**src/rtl/mpfc_regs.svh**
```systemverilog
// Offsets, field positions, reset values and timing figures of the port block.
// Assumes a 25 MHz system clock and a byte-addressed Avalon-MM register slave.
`ifndef MPFC_REGS_SVH
`define MPFC_REGS_SVH

`define MPFC_OFF_CTRL      4'h0
`define MPFC_OFF_STATUS    4'h4

`define MPFC_CTRL_FLOW_LSB 0
`define MPFC_CTRL_DCD_LSB  2
`define MPFC_CTRL_KEY_BIT  4
`define MPFC_CTRL_SLIP_BIT 5
`define MPFC_CTRL_RESET    6'h04

`define MPFC_ST_REJ_BIT    0
`define MPFC_ST_OVR_BIT    7

`define MPFC_CLK_KHZ       25000
`define MPFC_BAUD          9600
`define MPFC_DCD_LEAD_MS   500
`define MPFC_CHAR_BITS     10
`define MPFC_BYTE_LIMIT    4075
`define MPFC_FRAME_LIMIT   29
`define MPFC_XON_CODE      8'h11
`define MPFC_XOFF_CODE     8'h13

`endif

```
**src/rtl/mpfc_pkg.sv**
```systemverilog
// Types and small helpers shared by the modem port flow-control block.
// Assumes mpfc_regs.svh is on the include path.
package mpfc_pkg;
   typedef enum logic [1:0] {MPFC_FLOW_NONE = 2'b00, MPFC_FLOW_HW = 2'b01, MPFC_FLOW_SW = 2'b10} mpfc_flow_t;
   typedef enum logic [1:0] {MPFC_DCD_OFF = 2'b00, MPFC_DCD_RXD = 2'b01, MPFC_DCD_RADIO = 2'b10,
                             MPFC_DCD_PEND = 2'b11} mpfc_dcd_t;
   typedef enum logic [1:0] {MPFC_S_IDLE = 2'b00, MPFC_S_LEAD = 2'b01, MPFC_S_SEND = 2'b10,
                             MPFC_S_TAIL = 2'b11} mpfc_state_t;

   // Legal combination of handshaking, carrier-detect function and packet layer
   function automatic logic mpfc_cfg_legal(input logic [1:0] flow, input logic [1:0] dcd, input logic slip);
      logic ok;
      ok = (flow != 2'b11);
      if (flow == MPFC_FLOW_HW && dcd == MPFC_DCD_OFF) ok = 1'b0;
      if (flow != MPFC_FLOW_HW && dcd == MPFC_DCD_PEND) ok = 1'b0;
      if (flow == MPFC_FLOW_SW && slip) ok = 1'b0;
      return ok;
   endfunction : mpfc_cfg_legal

   // Pin filter: a change counts once the second and third stages agree
   function automatic logic mpfc_filt(input logic s1, input logic s2, input logic old);
      return (s1 == s2) ? s2 : old;
   endfunction : mpfc_filt
endpackage : mpfc_pkg

```
**src/rtl/mpfc_byte_if.sv**
```systemverilog
// Byte stream with valid/ready between the port block and its serial engines.
// Assumes one clock for both ends.
interface mpfc_byte_if;
   logic [7:0] data;
   logic       valid;
   logic       ready;
   modport src (output data, output valid, input ready);
   modport snk (input data, input valid, output ready);
endinterface : mpfc_byte_if

```
**src/rtl/mpfc_top.sv**
```systemverilog
// Modem-side handshaking of one serial user port: DSR, DCD, CTS, RTS, DTR and XON/XOFF.
// Assumes radio-side logic on the same clock; host pins are asynchronous and filtered.
`include "mpfc_regs.svh"
import mpfc_pkg::*;

// Behaviour
// Default carrier-detect mode: DCD true while delivering received data to host.
// DCD rises about 500 ms before the first start bit of a stream.
// DCD holds about one character time after the last bit.
// DSR is always true.
// CTS is false while RTS is false.
// CTS rises within 1 ms of RTS when buffer space remains.
// CTS drops above 4075 buffered bytes or 29 queued frames.
// When enabled, RTS also keys the transmitter.
// Host drives DTR true when it can take data, false otherwise.
// Hardware mode: output to host only while DTR true.
// Resume code is 0x11, pause code is 0x13.
// Software mode ignores DTR entirely.
// Host keeps pause and resume bytes out of binary payload.
// Disabled carrier-detect mode never drives DCD active.
// Disabled carrier-detect is refused with hardware handshaking.
// Radio presence mode: DCD follows detected received radio signal.
// Data-pending mode: DCD true when data is about to be output.
// Data-pending mode is refused with no or software handshaking.
// Handshaking selects hardware, software codes, or none.
// Software codes are refused while the SLIP diagnostics layer is chosen.
// Software mode: pause code stops output, resume code restarts it.
// Software mode: send pause code near full, resume code once space returns.
module mpfc_top #(
   parameter int unsigned CLKS_PER_BIT = `MPFC_CLK_KHZ * 1000 / `MPFC_BAUD,
   parameter int unsigned LEAD_CYCLES  = `MPFC_DCD_LEAD_MS * `MPFC_CLK_KHZ,
   parameter int unsigned TAIL_CYCLES  = `MPFC_CHAR_BITS * CLKS_PER_BIT,
   parameter int unsigned BYTE_LIMIT   = `MPFC_BYTE_LIMIT,
   parameter int unsigned FRAME_LIMIT  = `MPFC_FRAME_LIMIT
) (
   // Clock and reset
   input  wire logic        clk_in,
   input  wire logic        reset_n_in,
   // Avalon-MM register slave
   input  wire logic [3:0]  avs_address_in,
   input  wire logic        avs_read_in,
   input  wire logic        avs_write_in,
   input  wire logic [31:0] avs_writedata_in,
   input  wire logic [3:0]  avs_byteenable_in,
   output logic [31:0]      avs_readdata_out,
   output logic             avs_waitrequest_out,
   // Host pins
   input  wire logic        rts_in,
   input  wire logic        dtr_in,
   input  wire logic        txd_in,
   output logic             rxd_out,
   output logic             cts_out,
   output logic             dcd_out,
   output logic             dsr_out,
   // Radio side: received bytes for the host
   input  wire logic [7:0]  rx_byte_in,
   input  wire logic        rx_valid_in,
   output logic             rx_ready_out,
   input  wire logic        radio_presence_in,
   // Radio side: bytes from the host
   output logic [7:0]       tx_byte_out,
   output logic             tx_valid_out,
   input  wire logic        tx_ready_in,
   input  wire logic [12:0] tx_bytes_in,
   input  wire logic [5:0]  tx_frames_in,
   output logic             tx_key_out
);
   import mpfc_pkg::*;

   localparam int CNT_W = 24;

   mpfc_byte_if ser_if ();
   mpfc_byte_if des_if ();

   // Configuration and status
   mpfc_flow_t  flow_q, flow_d;
   mpfc_dcd_t   dmode_q, dmode_d;
   logic        key_en_q, key_en_d;
   logic        slip_q, slip_d;
   logic        rej_q, rej_d;
   logic        ovr_q, ovr_d;
   logic        ack_q, ack_d;
   logic [31:0] rdata_q, rdata_d;
   // Pins, handshake and sequencing
   logic [2:0]  rts_s_q, rts_s_d, dtr_s_q, dtr_s_d;
   logic        rts_f_q, rts_f_d, dtr_f_q, dtr_f_d;
   logic        cts_q, cts_d, dcd_q, dcd_d;
   logic        paused_q, paused_d, xoff_sent_q, xoff_sent_d;
   mpfc_state_t st_q, st_d;
   logic [CNT_W-1:0] cnt_q, cnt_d;
   logic [7:0]  txb_q, txb_d;
   logic        txv_q, txv_d;

   logic        over, flow_ok, ctl_req, have_data, ser_busy, des_ovr, acc;
   logic        wr_ctrl, wr_stat;
   logic [31:0] wd;

   // Buffer pressure drives both CTS and the pause code
   assign over = (tx_bytes_in > 13'(BYTE_LIMIT)) || (tx_frames_in > 6'(FRAME_LIMIT));
   assign ctl_req = (flow_q == MPFC_FLOW_SW) && (over != xoff_sent_q);
   always_comb begin
      unique case (flow_q)
         MPFC_FLOW_HW: flow_ok = dtr_f_q;
         MPFC_FLOW_SW: flow_ok = ~paused_q;
         default:      flow_ok = 1'b1;
      endcase
   end
   assign have_data = ctl_req || (rx_valid_in && flow_ok);

   // Control codes jump the queue and ignore the host's pause
   assign ser_if.valid = (st_q == MPFC_S_SEND) && have_data;
   assign ser_if.data  = ctl_req ? (over ? `MPFC_XOFF_CODE : `MPFC_XON_CODE) : rx_byte_in;
   assign rx_ready_out = (st_q == MPFC_S_SEND) && !ctl_req && flow_ok && ser_if.ready;
   assign acc          = ser_if.valid && ser_if.ready;
   assign des_if.ready = ~txv_q;

   // Outputs
   assign dsr_out             = 1'b1;
   assign cts_out             = cts_q;
   assign dcd_out             = dcd_q;
   assign tx_byte_out         = txb_q;
   assign tx_valid_out        = txv_q;
   assign tx_key_out          = key_en_q & rts_f_q;
   assign avs_readdata_out    = rdata_q;
   assign avs_waitrequest_out = (avs_read_in | avs_write_in) & ~ack_q;

   mpfc_uart_tx #(.CLKS_PER_BIT(CLKS_PER_BIT)) u_ser (
      .clk_in     (clk_in),
      .reset_n_in (reset_n_in),
      .byte_if    (ser_if.snk),
      .line_out   (rxd_out),
      .busy_out   (ser_busy)
   );

   mpfc_uart_rx #(.CLKS_PER_BIT(CLKS_PER_BIT)) u_des (
      .clk_in      (clk_in),
      .reset_n_in  (reset_n_in),
      .line_in     (txd_in),
      .byte_if     (des_if.src),
      .overrun_out (des_ovr)
   );

   // Register slave: one wait state, writes land on the completing edge
   always_comb begin
      wd       = avs_writedata_in;
      ack_d    = (avs_read_in | avs_write_in) & ~ack_q;
      wr_ctrl  = avs_write_in && ack_q && avs_address_in == `MPFC_OFF_CTRL && avs_byteenable_in[0];
      wr_stat  = avs_write_in && ack_q && avs_address_in == `MPFC_OFF_STATUS && avs_byteenable_in[0];
      flow_d   = flow_q;
      dmode_d  = dmode_q;
      key_en_d = key_en_q;
      slip_d   = slip_q;
      rej_d    = rej_q;
      ovr_d    = ovr_q | des_ovr;
      if (wr_ctrl) begin
         // Illegal mixes leave the old setting in force
         if (mpfc_cfg_legal(wd[`MPFC_CTRL_FLOW_LSB +: 2], wd[`MPFC_CTRL_DCD_LSB +: 2],
                            wd[`MPFC_CTRL_SLIP_BIT])) begin
            flow_d   = mpfc_flow_t'(wd[`MPFC_CTRL_FLOW_LSB +: 2]);
            dmode_d  = mpfc_dcd_t'(wd[`MPFC_CTRL_DCD_LSB +: 2]);
            key_en_d = wd[`MPFC_CTRL_KEY_BIT];
            slip_d   = wd[`MPFC_CTRL_SLIP_BIT];
         end else begin
            rej_d = 1'b1;
         end
      end
      // Clear-on-one; a new event in the same cycle wins
      if (wr_stat && wd[`MPFC_ST_REJ_BIT] && !(wr_ctrl && rej_d && !rej_q)) rej_d = 1'b0;
      if (wr_stat && wd[`MPFC_ST_OVR_BIT] && !des_ovr) ovr_d = 1'b0;
      rdata_d = rdata_q;
      if (avs_read_in && !ack_q) begin
         unique case (avs_address_in)
            `MPFC_OFF_CTRL:   rdata_d = {26'h0, slip_q, key_en_q, dmode_q, flow_q};
            `MPFC_OFF_STATUS: rdata_d = {24'h0, ovr_q, tx_key_out, rts_f_q, dtr_f_q, paused_q,
                                         dcd_q, cts_q, rej_q};
            default:          rdata_d = 32'h0000_0000;
         endcase
      end
   end

   // Host pins, CTS and software flow state
   always_comb begin
      rts_s_d     = {rts_s_q[1:0], rts_in};
      dtr_s_d     = {dtr_s_q[1:0], dtr_in};
      rts_f_d     = mpfc_filt(rts_s_q[1], rts_s_q[2], rts_f_q);
      dtr_f_d     = mpfc_filt(dtr_s_q[1], dtr_s_q[2], dtr_f_q);
      cts_d       = rts_f_q & ~over;
      paused_d    = paused_q;
      xoff_sent_d = xoff_sent_q;
      txb_d       = txb_q;
      txv_d       = txv_q & ~tx_ready_in;
      if (acc && ctl_req) xoff_sent_d = over;
      if (des_if.valid && des_if.ready) begin
         if (flow_q == MPFC_FLOW_SW && des_if.data == `MPFC_XOFF_CODE) begin
            paused_d = 1'b1;
         end else if (flow_q == MPFC_FLOW_SW && des_if.data == `MPFC_XON_CODE) begin
            paused_d = 1'b0;
         end else begin
            txb_d = des_if.data;
            txv_d = 1'b1;
         end
      end
      if (flow_q != MPFC_FLOW_SW) begin
         paused_d    = 1'b0;
         xoff_sent_d = 1'b0;
      end
   end

   // Output sequencing and carrier detect
   always_comb begin
      st_d  = st_q;
      cnt_d = cnt_q;
      unique case (st_q)
         MPFC_S_IDLE: if (have_data) begin
            st_d  = (dmode_q == MPFC_DCD_RXD) ? MPFC_S_LEAD : MPFC_S_SEND;
            cnt_d = '0;
         end
         MPFC_S_LEAD: if (cnt_q == CNT_W'(LEAD_CYCLES - 1)) begin
            st_d = MPFC_S_SEND;
         end else begin
            cnt_d = cnt_q + 1'b1;
         end
         MPFC_S_SEND: if (!have_data && !ser_busy && !ser_if.valid) begin
            st_d  = (dmode_q == MPFC_DCD_RXD) ? MPFC_S_TAIL : MPFC_S_IDLE;
            cnt_d = '0;
         end
         MPFC_S_TAIL: if (have_data) begin
            st_d = MPFC_S_SEND;
         end else if (cnt_q == CNT_W'(TAIL_CYCLES - 1)) begin
            st_d = MPFC_S_IDLE;
         end else begin
            cnt_d = cnt_q + 1'b1;
         end
      endcase
      unique case (dmode_q)
         MPFC_DCD_OFF:   dcd_d = 1'b0;
         MPFC_DCD_RXD:   dcd_d = (st_d != MPFC_S_IDLE);
         MPFC_DCD_RADIO: dcd_d = radio_presence_in;
         MPFC_DCD_PEND:  dcd_d = have_data || (st_d == MPFC_S_SEND) || ser_busy;
      endcase
   end

   always_ff @(posedge clk_in or negedge reset_n_in) begin
      if (!reset_n_in) begin
         flow_q      <= MPFC_FLOW_NONE;
         dmode_q     <= MPFC_DCD_RXD;
         key_en_q    <= 1'b0;
         slip_q      <= 1'b0;
         rej_q       <= 1'b0;
         ovr_q       <= 1'b0;
         ack_q       <= 1'b0;
         rdata_q     <= 32'h0000_0000;
         rts_s_q     <= 3'h0;
         dtr_s_q     <= 3'h0;
         rts_f_q     <= 1'b0;
         dtr_f_q     <= 1'b0;
         cts_q       <= 1'b0;
         dcd_q       <= 1'b0;
         paused_q    <= 1'b0;
         xoff_sent_q <= 1'b0;
         st_q        <= MPFC_S_IDLE;
         cnt_q       <= '0;
         txb_q       <= 8'h00;
         txv_q       <= 1'b0;
      end else begin
         flow_q      <= flow_d;
         dmode_q     <= dmode_d;
         key_en_q    <= key_en_d;
         slip_q      <= slip_d;
         rej_q       <= rej_d;
         ovr_q       <= ovr_d;
         ack_q       <= ack_d;
         rdata_q     <= rdata_d;
         rts_s_q     <= rts_s_d;
         dtr_s_q     <= dtr_s_d;
         rts_f_q     <= rts_f_d;
         dtr_f_q     <= dtr_f_d;
         cts_q       <= cts_d;
         dcd_q       <= dcd_d;
         paused_q    <= paused_d;
         xoff_sent_q <= xoff_sent_d;
         st_q        <= st_d;
         cnt_q       <= cnt_d;
         txb_q       <= txb_d;
         txv_q       <= txv_d;
      end
   end

   property p_dsr;
      @(posedge clk_in) disable iff (!reset_n_in) dsr_out;
   endproperty
   a_dsr: assert property (p_dsr) else $error("dsr not true");

   property p_cts_off;
      @(posedge clk_in) disable iff (!reset_n_in) !rts_f_q |=> !cts_out;
   endproperty
   a_cts_off: assert property (p_cts_off) else $error("cts true without rts");

   property p_cts_on;
      @(posedge clk_in) disable iff (!reset_n_in) $rose(rts_f_q) && !over ##1 !over |-> cts_out;
   endproperty
   a_cts_on: assert property (p_cts_on) else $error("cts late after rts");

   property p_cts_full;
      @(posedge clk_in) disable iff (!reset_n_in)
         (tx_bytes_in > 13'(BYTE_LIMIT) || tx_frames_in > 6'(FRAME_LIMIT)) |=> !cts_out;
   endproperty
   a_cts_full: assert property (p_cts_full) else $error("cts true with full buffer");

   property p_dtr_gate;
      @(posedge clk_in) disable iff (!reset_n_in) (flow_q == MPFC_FLOW_HW) && acc |-> dtr_f_q;
   endproperty
   a_dtr_gate: assert property (p_dtr_gate) else $error("output to host with dtr false");

   property p_pause;
      @(posedge clk_in) disable iff (!reset_n_in) acc && paused_q |-> ctl_req && !rx_ready_out;
   endproperty
   a_pause: assert property (p_pause) else $error("data sent while paused");

   property p_code;
      @(posedge clk_in) disable iff (!reset_n_in)
         acc && ctl_req |-> ser_if.data == (over ? 8'h13 : 8'h11) ##1 xoff_sent_q == $past(over);
   endproperty
   a_code: assert property (p_code) else $error("wrong flow code");

   property p_dcd_mode;
      @(posedge clk_in) disable iff (!reset_n_in)
         (dmode_q == MPFC_DCD_OFF |=> !dcd_out) and
         (dmode_q == MPFC_DCD_RADIO && $stable(dmode_q) |=> dcd_out == $past(radio_presence_in));
   endproperty
   a_dcd_mode: assert property (p_dcd_mode) else $error("dcd does not follow its mode");

   property p_dcd_send;
      @(posedge clk_in) disable iff (!reset_n_in) (dmode_q == MPFC_DCD_RXD) && acc |-> dcd_out;
   endproperty
   a_dcd_send: assert property (p_dcd_send) else $error("data without dcd");

   property p_lead;
      @(posedge clk_in) disable iff (!reset_n_in)
         st_q == MPFC_S_LEAD && st_d == MPFC_S_SEND |-> cnt_q == CNT_W'(LEAD_CYCLES - 1) && dcd_out;
   endproperty
   a_lead: assert property (p_lead) else $error("lead time wrong");

   property p_cfg;
      @(posedge clk_in) disable iff (!reset_n_in) mpfc_cfg_legal(flow_q, dmode_q, slip_q);
   endproperty
   a_cfg: assert property (p_cfg) else $error("illegal configuration held");

   c_lead: cover property (@(posedge clk_in) disable iff (!reset_n_in) st_q == MPFC_S_LEAD ##1 st_q == MPFC_S_SEND);
   c_xoff: cover property (@(posedge clk_in) disable iff (!reset_n_in) acc && ctl_req && over);
   c_rej:  cover property (@(posedge clk_in) disable iff (!reset_n_in) $rose(rej_q));
   c_tail: cover property (@(posedge clk_in) disable iff (!reset_n_in) st_q == MPFC_S_TAIL ##1 st_q == MPFC_S_IDLE);
endmodule : mpfc_top

```
**src/rtl/mpfc_uart_rx.sv**
```systemverilog
// Deserialiser for the transmit-data pin from the host, with a three-stage pin filter.
// Assumes 8N1 framing; a byte with a bad stop bit is dropped.
`include "mpfc_regs.svh"
module mpfc_uart_rx #(
   parameter int unsigned CLKS_PER_BIT = `MPFC_CLK_KHZ * 1000 / `MPFC_BAUD
) (
   // Clock and reset
   input  wire logic clk_in,
   input  wire logic reset_n_in,
   // Line
   input  wire logic line_in,
   // Byte stream out
   mpfc_byte_if.src  byte_if,
   output logic      overrun_out
);
   import mpfc_pkg::*;

   logic [2:0]  sync_q, sync_d;
   logic        line_q, line_d;
   logic [7:0]  sh_q, sh_d;
   logic [3:0]  bit_q, bit_d;
   logic [15:0] div_q, div_d;
   logic        vld_q, vld_d;
   logic        ovr_q, ovr_d;

   assign byte_if.data  = sh_q;
   assign byte_if.valid = vld_q;
   assign overrun_out   = ovr_q;

   always_comb begin
      sync_d = {sync_q[1:0], line_in};
      line_d = mpfc_filt(sync_q[1], sync_q[2], line_q);
      sh_d   = sh_q;
      bit_d  = bit_q;
      div_d  = div_q;
      vld_d  = 1'b0;
      ovr_d  = 1'b0;
      if (bit_q == 4'h0) begin
         if (!line_q) begin
            bit_d = 4'(`MPFC_CHAR_BITS);
            div_d = 16'(CLKS_PER_BIT / 2);
         end
      end else if (div_q != 16'h0000) begin
         div_d = div_q - 16'h0001;
      end else begin
         div_d = 16'(CLKS_PER_BIT - 1);
         bit_d = bit_q - 4'h1;
         if (bit_q == 4'(`MPFC_CHAR_BITS) && line_q) begin
            bit_d = 4'h0;
         end else if (bit_q == 4'h1) begin
            vld_d = line_q;
            // No room to hold a byte: the host ignored clear-to-send
            ovr_d = line_q & ~byte_if.ready;
         end else if (bit_q != 4'(`MPFC_CHAR_BITS)) begin
            sh_d = {line_q, sh_q[7:1]};
         end
      end
   end

   always_ff @(posedge clk_in or negedge reset_n_in) begin
      if (!reset_n_in) begin
         sync_q <= 3'h7;
         line_q <= 1'b1;
         sh_q   <= 8'h00;
         bit_q  <= 4'h0;
         div_q  <= 16'h0000;
         vld_q  <= 1'b0;
         ovr_q  <= 1'b0;
      end else begin
         sync_q <= sync_d;
         line_q <= line_d;
         sh_q   <= sh_d;
         bit_q  <= bit_d;
         div_q  <= div_d;
         vld_q  <= vld_d;
         ovr_q  <= ovr_d;
      end
   end
endmodule : mpfc_uart_rx

```
**src/rtl/mpfc_uart_tx.sv**
```systemverilog
// Serialiser for the receive-data pin toward the host: 1 start, 8 data, 1 stop.
// Assumes the feeding logic holds data stable while valid is high.
`include "mpfc_regs.svh"
module mpfc_uart_tx #(
   parameter int unsigned CLKS_PER_BIT = `MPFC_CLK_KHZ * 1000 / `MPFC_BAUD
) (
   // Clock and reset
   input  wire logic clk_in,
   input  wire logic reset_n_in,
   // Byte stream in
   mpfc_byte_if.snk  byte_if,
   // Line
   output logic      line_out,
   output logic      busy_out
);
   import mpfc_pkg::*;

   logic [9:0]  shift_q, shift_d;
   logic [3:0]  bit_q, bit_d;
   logic [15:0] div_q, div_d;

   assign busy_out      = (bit_q != 4'h0);
   assign byte_if.ready = ~busy_out;
   assign line_out      = shift_q[0];

   always_comb begin
      shift_d = shift_q;
      bit_d   = bit_q;
      div_d   = div_q;
      if (!busy_out) begin
         if (byte_if.valid) begin
            shift_d = {1'b1, byte_if.data, 1'b0};
            bit_d   = 4'(`MPFC_CHAR_BITS);
            div_d   = 16'(CLKS_PER_BIT - 1);
         end
      end else if (div_q == 16'h0000) begin
         shift_d = {1'b1, shift_q[9:1]};
         bit_d   = bit_q - 4'h1;
         div_d   = 16'(CLKS_PER_BIT - 1);
      end else begin
         div_d = div_q - 16'h0001;
      end
   end

   always_ff @(posedge clk_in or negedge reset_n_in) begin
      if (!reset_n_in) begin
         shift_q <= 10'h3ff;
         bit_q   <= 4'h0;
         div_q   <= 16'h0000;
      end else begin
         shift_q <= shift_d;
         bit_q   <= bit_d;
         div_q   <= div_d;
      end
   end
endmodule : mpfc_uart_tx

```
**config.mk**
```make
export PLATFORM = sky130hd
export DESIGN_NAME = mpfc_top
export DESIGN_NICKNAME = d
export VERILOG_FILES = /design/src/rtl/mpfc_pkg.sv /design/src/rtl/mpfc_byte_if.sv /design/src/rtl/mpfc_top.sv /design/src/rtl/mpfc_uart_rx.sv /design/src/rtl/mpfc_uart_tx.sv
export VERILOG_INCLUDE_DIRS = /design/src /design/src/rtl
export SDC_FILE = /design/constraint.sdc
export NUM_CORES = 1
export LEC_CHECK = 0
export ABC_CLOCK_PERIOD_IN_PS = 8039
export BUFFER_PORTS_ARGS = -buffer_cell sky130_fd_sc_hd__buf_4
export CORE_MARGIN = 5
export CORE_UTILIZATION = 45
export DETAILED_ROUTE_END_ITERATION = 12
export PLACE_DENSITY_LB_ADDON = 0.05
export SLEW_MARGIN = 20
export SYNTH_ARGS = -nofsm -noshare
export SYNTH_HDL_FRONTEND = slang
export SYNTH_SLANG_ARGS = --single-unit
export TNS_END_PERCENT = 20
```
**constraint.sdc**
```tcl
create_clock -name clk_in -period 8.04 [get_ports clk_in]
set_input_delay 0.402 -clock clk_in [delete_from_list [all_inputs] [get_ports clk_in]]
set_output_delay 0.402 -clock clk_in [all_outputs]
set_load 0.05 [all_outputs]
```
==> results.tsv <==
stage	metric	value	unit
cts	clk_latency	410	ps
die	coreArea	0.0150	mm^2
sta	max_slew_margin	34.4	%
cts	cts_tree	yes	
global_routing	grt_max_degree	75	
die	start_util	45.3	%
setup_path	required	7640	ps
die	die_w	133	um
sta	tightest_slew	978	ps
setup_path	crit_path_end_kind	output port	
power_and_ir_drop	leakage	3.52	nW
detailed_routing	drtPass1Iterations	4	
hold_path	min-delay-path-class	in2async	
cts	hold_buffers	0	
run	drv_cap	0	
finish	antennaDiodeCount	0	
cts	ctsLongestPathBuffers	2	
power_and_ir_drop	powerDensity	212	mW/mm^2
cts	cts_resized	0	
sta	fmax	320	MHz
detailed_routing	drc_errors	0	
detailed_routing	num_vias	5562	
global_routing	grt_first_pass_wirelength	27.0	mm
finish	area_delta_synth_final	17.7	%
detailed_routing	drtIter0Drc	298	
sta	holdWs	32.0	ps
cts	root_buffer	clkbuf_16	
cts	path_clk_slew	60	ps
setup_path	cp_max_fo	9	
finish	stdcell_area	0.00801	mm^2
detailed_routing	finalWirelength	15.9	mm
sta	rsz0062_at_grt	no	
finish	drive_gt1_share	20.0	%
sta	setup_viol	0	
sta	min_period	3130	ps
global_routing	antenna_found_initial	0	
status	status	finished, final reports clean	
synthesis	synth.distinct_cells	71	
placed_design	dp_hpwl	11.4	mm
setup_path	startpoint_type	flop	
placed_design	numPortBuffers	68	
die	row_count	45	
synthesis	synth.largest_area_cell	dfrtp_1	
sta	hold_viol	0	
power_and_ir_drop	irDropWorstVdd	0.000224	V
cts	cts_num_sinks	127	
synthesis	synth-edff-count	0	
synthesis	async_flop_share	100	%
synthesis	synth_top_area_share	41.6	%
die	pin_count	125	
placed_design	place_area	0.00737	mm^2
setup_path	cp.arrival	2720	ps
synthesis	syn-cell-area	0.00680	mm^2
die	dieHeight	133	um
detailed_routing	routedWlPerCell	16.1	um
die	die_area	0.0177	mm^2
synthesis	ys_seq_elements	127	
synthesis	avgSynthCellArea	9.41	um^2
placed_design	gp_congestion	0.840	
cts	postCtsSetupRepairBufs	0	
sta	min_period_over_period	38.9	%
finish	fin_nets	876	
synthesis	synthFlopType	dfrtp_1	
cts	cts_made_buffers	17	
global_routing	grt_pass1_vias	5474	
finish	final_util	53.3	%
synthesis	ys.warnings.count	0	
synthesis	synth_cells	723	
sta	setup_tns	0	ps
sta	slew_viol_final	0	
cts	cts_htree_levels	4	
global_routing	grt_overflow	0	
synthesis	yosys-top-cells-area	dfrtp_1, dfstp_2, nand2_1	
detailed_routing	vias_per_cell	5.63	
sta	finalClockSkew	6.86	ps
setup_path	setup.worst_path.class	reg2out	
synthesis	yosysSeqAreaShare	47.0	%
detailed_routing	ant_nets	0	
global_routing	grtUsageTotal	18.3	%
## placed cells by master (no fill, tap or decap), drive strengths merged, types with 12 or more instances in the layout
cell type,count
dfrtp,113
nand2,86
buf,73
nor2,55
o21ai,53
a21oi,46
inv,26
conb,25
nand3,23
mux2,19
nor4,18
clkbuf,18
nor3,18
or4,15
dfstp,14
o31ai,14
and2,12
nand4,12
ha,12
## per-stage QoR
| step | power, mW | setup WS, ps | instances |
|---|---|---|---|
| floorplan | 0.842 | 5000 | 746 |
| global placement | 0.892 | 4980 | 956 |
| detailed placement | 0.897 | 4930 | 956 |
| CTS | 1.72 | 4830 | 988 |
| global route | 1.77 | 4700 | 988 |
| finish | 1.70 | 4910 | 988 |
## layout make-up
class / instances / area [um^2]
Clock buffer: 18 / 439
Clock inverter: 14 / 189
Fill cell: 1358 / 7030
Inverter: 25 / 93.8
Multi-Input combinational cell: 543 / 3310
Sequential cell: 127 / 3200
Tap cell: 188 / 235
Timing Repair Buffer: 73 / 548
## critical path: stages, from the launching register on
cell     delay (ps)
dfrtp_1         390
inv_1            70
ha_1            320
and4_1          260
a21oi_1         350
nand2_1         290
nor3b_1         380
buf_4           260
## cells in the mapped netlist (5+ instances only)
library cell	number
nand4_1	12
nand3_1	23
o31ai_1	13
and3_1	9
mux2_2	19
or2_2	5
o41ai_1	6
clkbuf_1	19
nor4_1	18
a221o_1	5
buf_4	25
a22oi_1	7
o21ai_0	52
nor3_1	17
nor2_1	54
or4_1	14
inv_1	25
a31oi_1	8
dfrtp_1	113
a21o_1	7
a21oi_1	45
dfstp_2	14
and2_1	12
or3_1	8
o211ai_1	9
nand2_1	86
ha_1	12
## registers in the layout, indices dropped and copies added (netlist names), 2 cells and up
signal and cells:
u_des.byte_if.data 8, u_ser.bit_q 4, u_des.bit_q 4, dtr_s_q 3, cnt_q 24, u_ser.shift_q 9
dmode_q 2, u_des.div_q 16, tx_byte_out 8, rts_s_q 3, u_ser.div_q 16, flow_q 2
avs_readdata_out 8, st_q 2, u_des.sync_q 3
## per-layer routing
metal	share of wire (%)	global-route usage [%]
met3	4.1	4.30
met5	0	0
met2	48	29.9
met1	48	25.1
met4	0.66	3.75
## logic make-up (layout without fill, tap and decap cells)
| family | count (synthesis) | in the layout | synth area share [%] |
|---|---|---|---|
| flip-flops | 127 | 127 | 47.0 |
| XOR/XNOR | 6 | 6 | 0.772 |
| AO/OA/AOI/OAI | 183 | 183 | 17.8 |
| AND/OR/NAND/NOR | 291 | 291 | 22.1 |
| buffers and inverters | 76 | 130 | 5.87 |
| multiplexers | 23 | 23 | 3.73 |
| other | 2 | 25 | 0.110 |
| adder cells (fa/ha/maj) | 15 | 15 | 2.65 |
## power breakdown
part	leakage [nW]	internal [mW]	switching [mW]
sequential	1.57	0.670	0.0264
combinational	1.66	0.0582	0.130
clock	0.290	0.526	0.287
## final timing paths
| kind | from | end | slack (ps) | depth (start not counted) |
|---|---|---|---|---|
| max in group asynchronous | reset_n_in | u_des.div_q[15] | 6630 | 2 |
| worst max-delay path | flow_q[0] | rx_ready_out | 4910 | 7 |
| worst min register to register | dtr_s_q[0] | dtr_s_q[1] | 350 | 0 |
| min in group clk_in | txd_in | u_des.sync_q[0] | 100 | 1 |
| worst max register to register | flow_q[0] | cnt_q[8] | 4950 | 8 |
| worst min-delay path | reset_n_in | cnt_q[3] | 30 | 1 |
No activity file was read; power rests on OpenSTA's default activity.
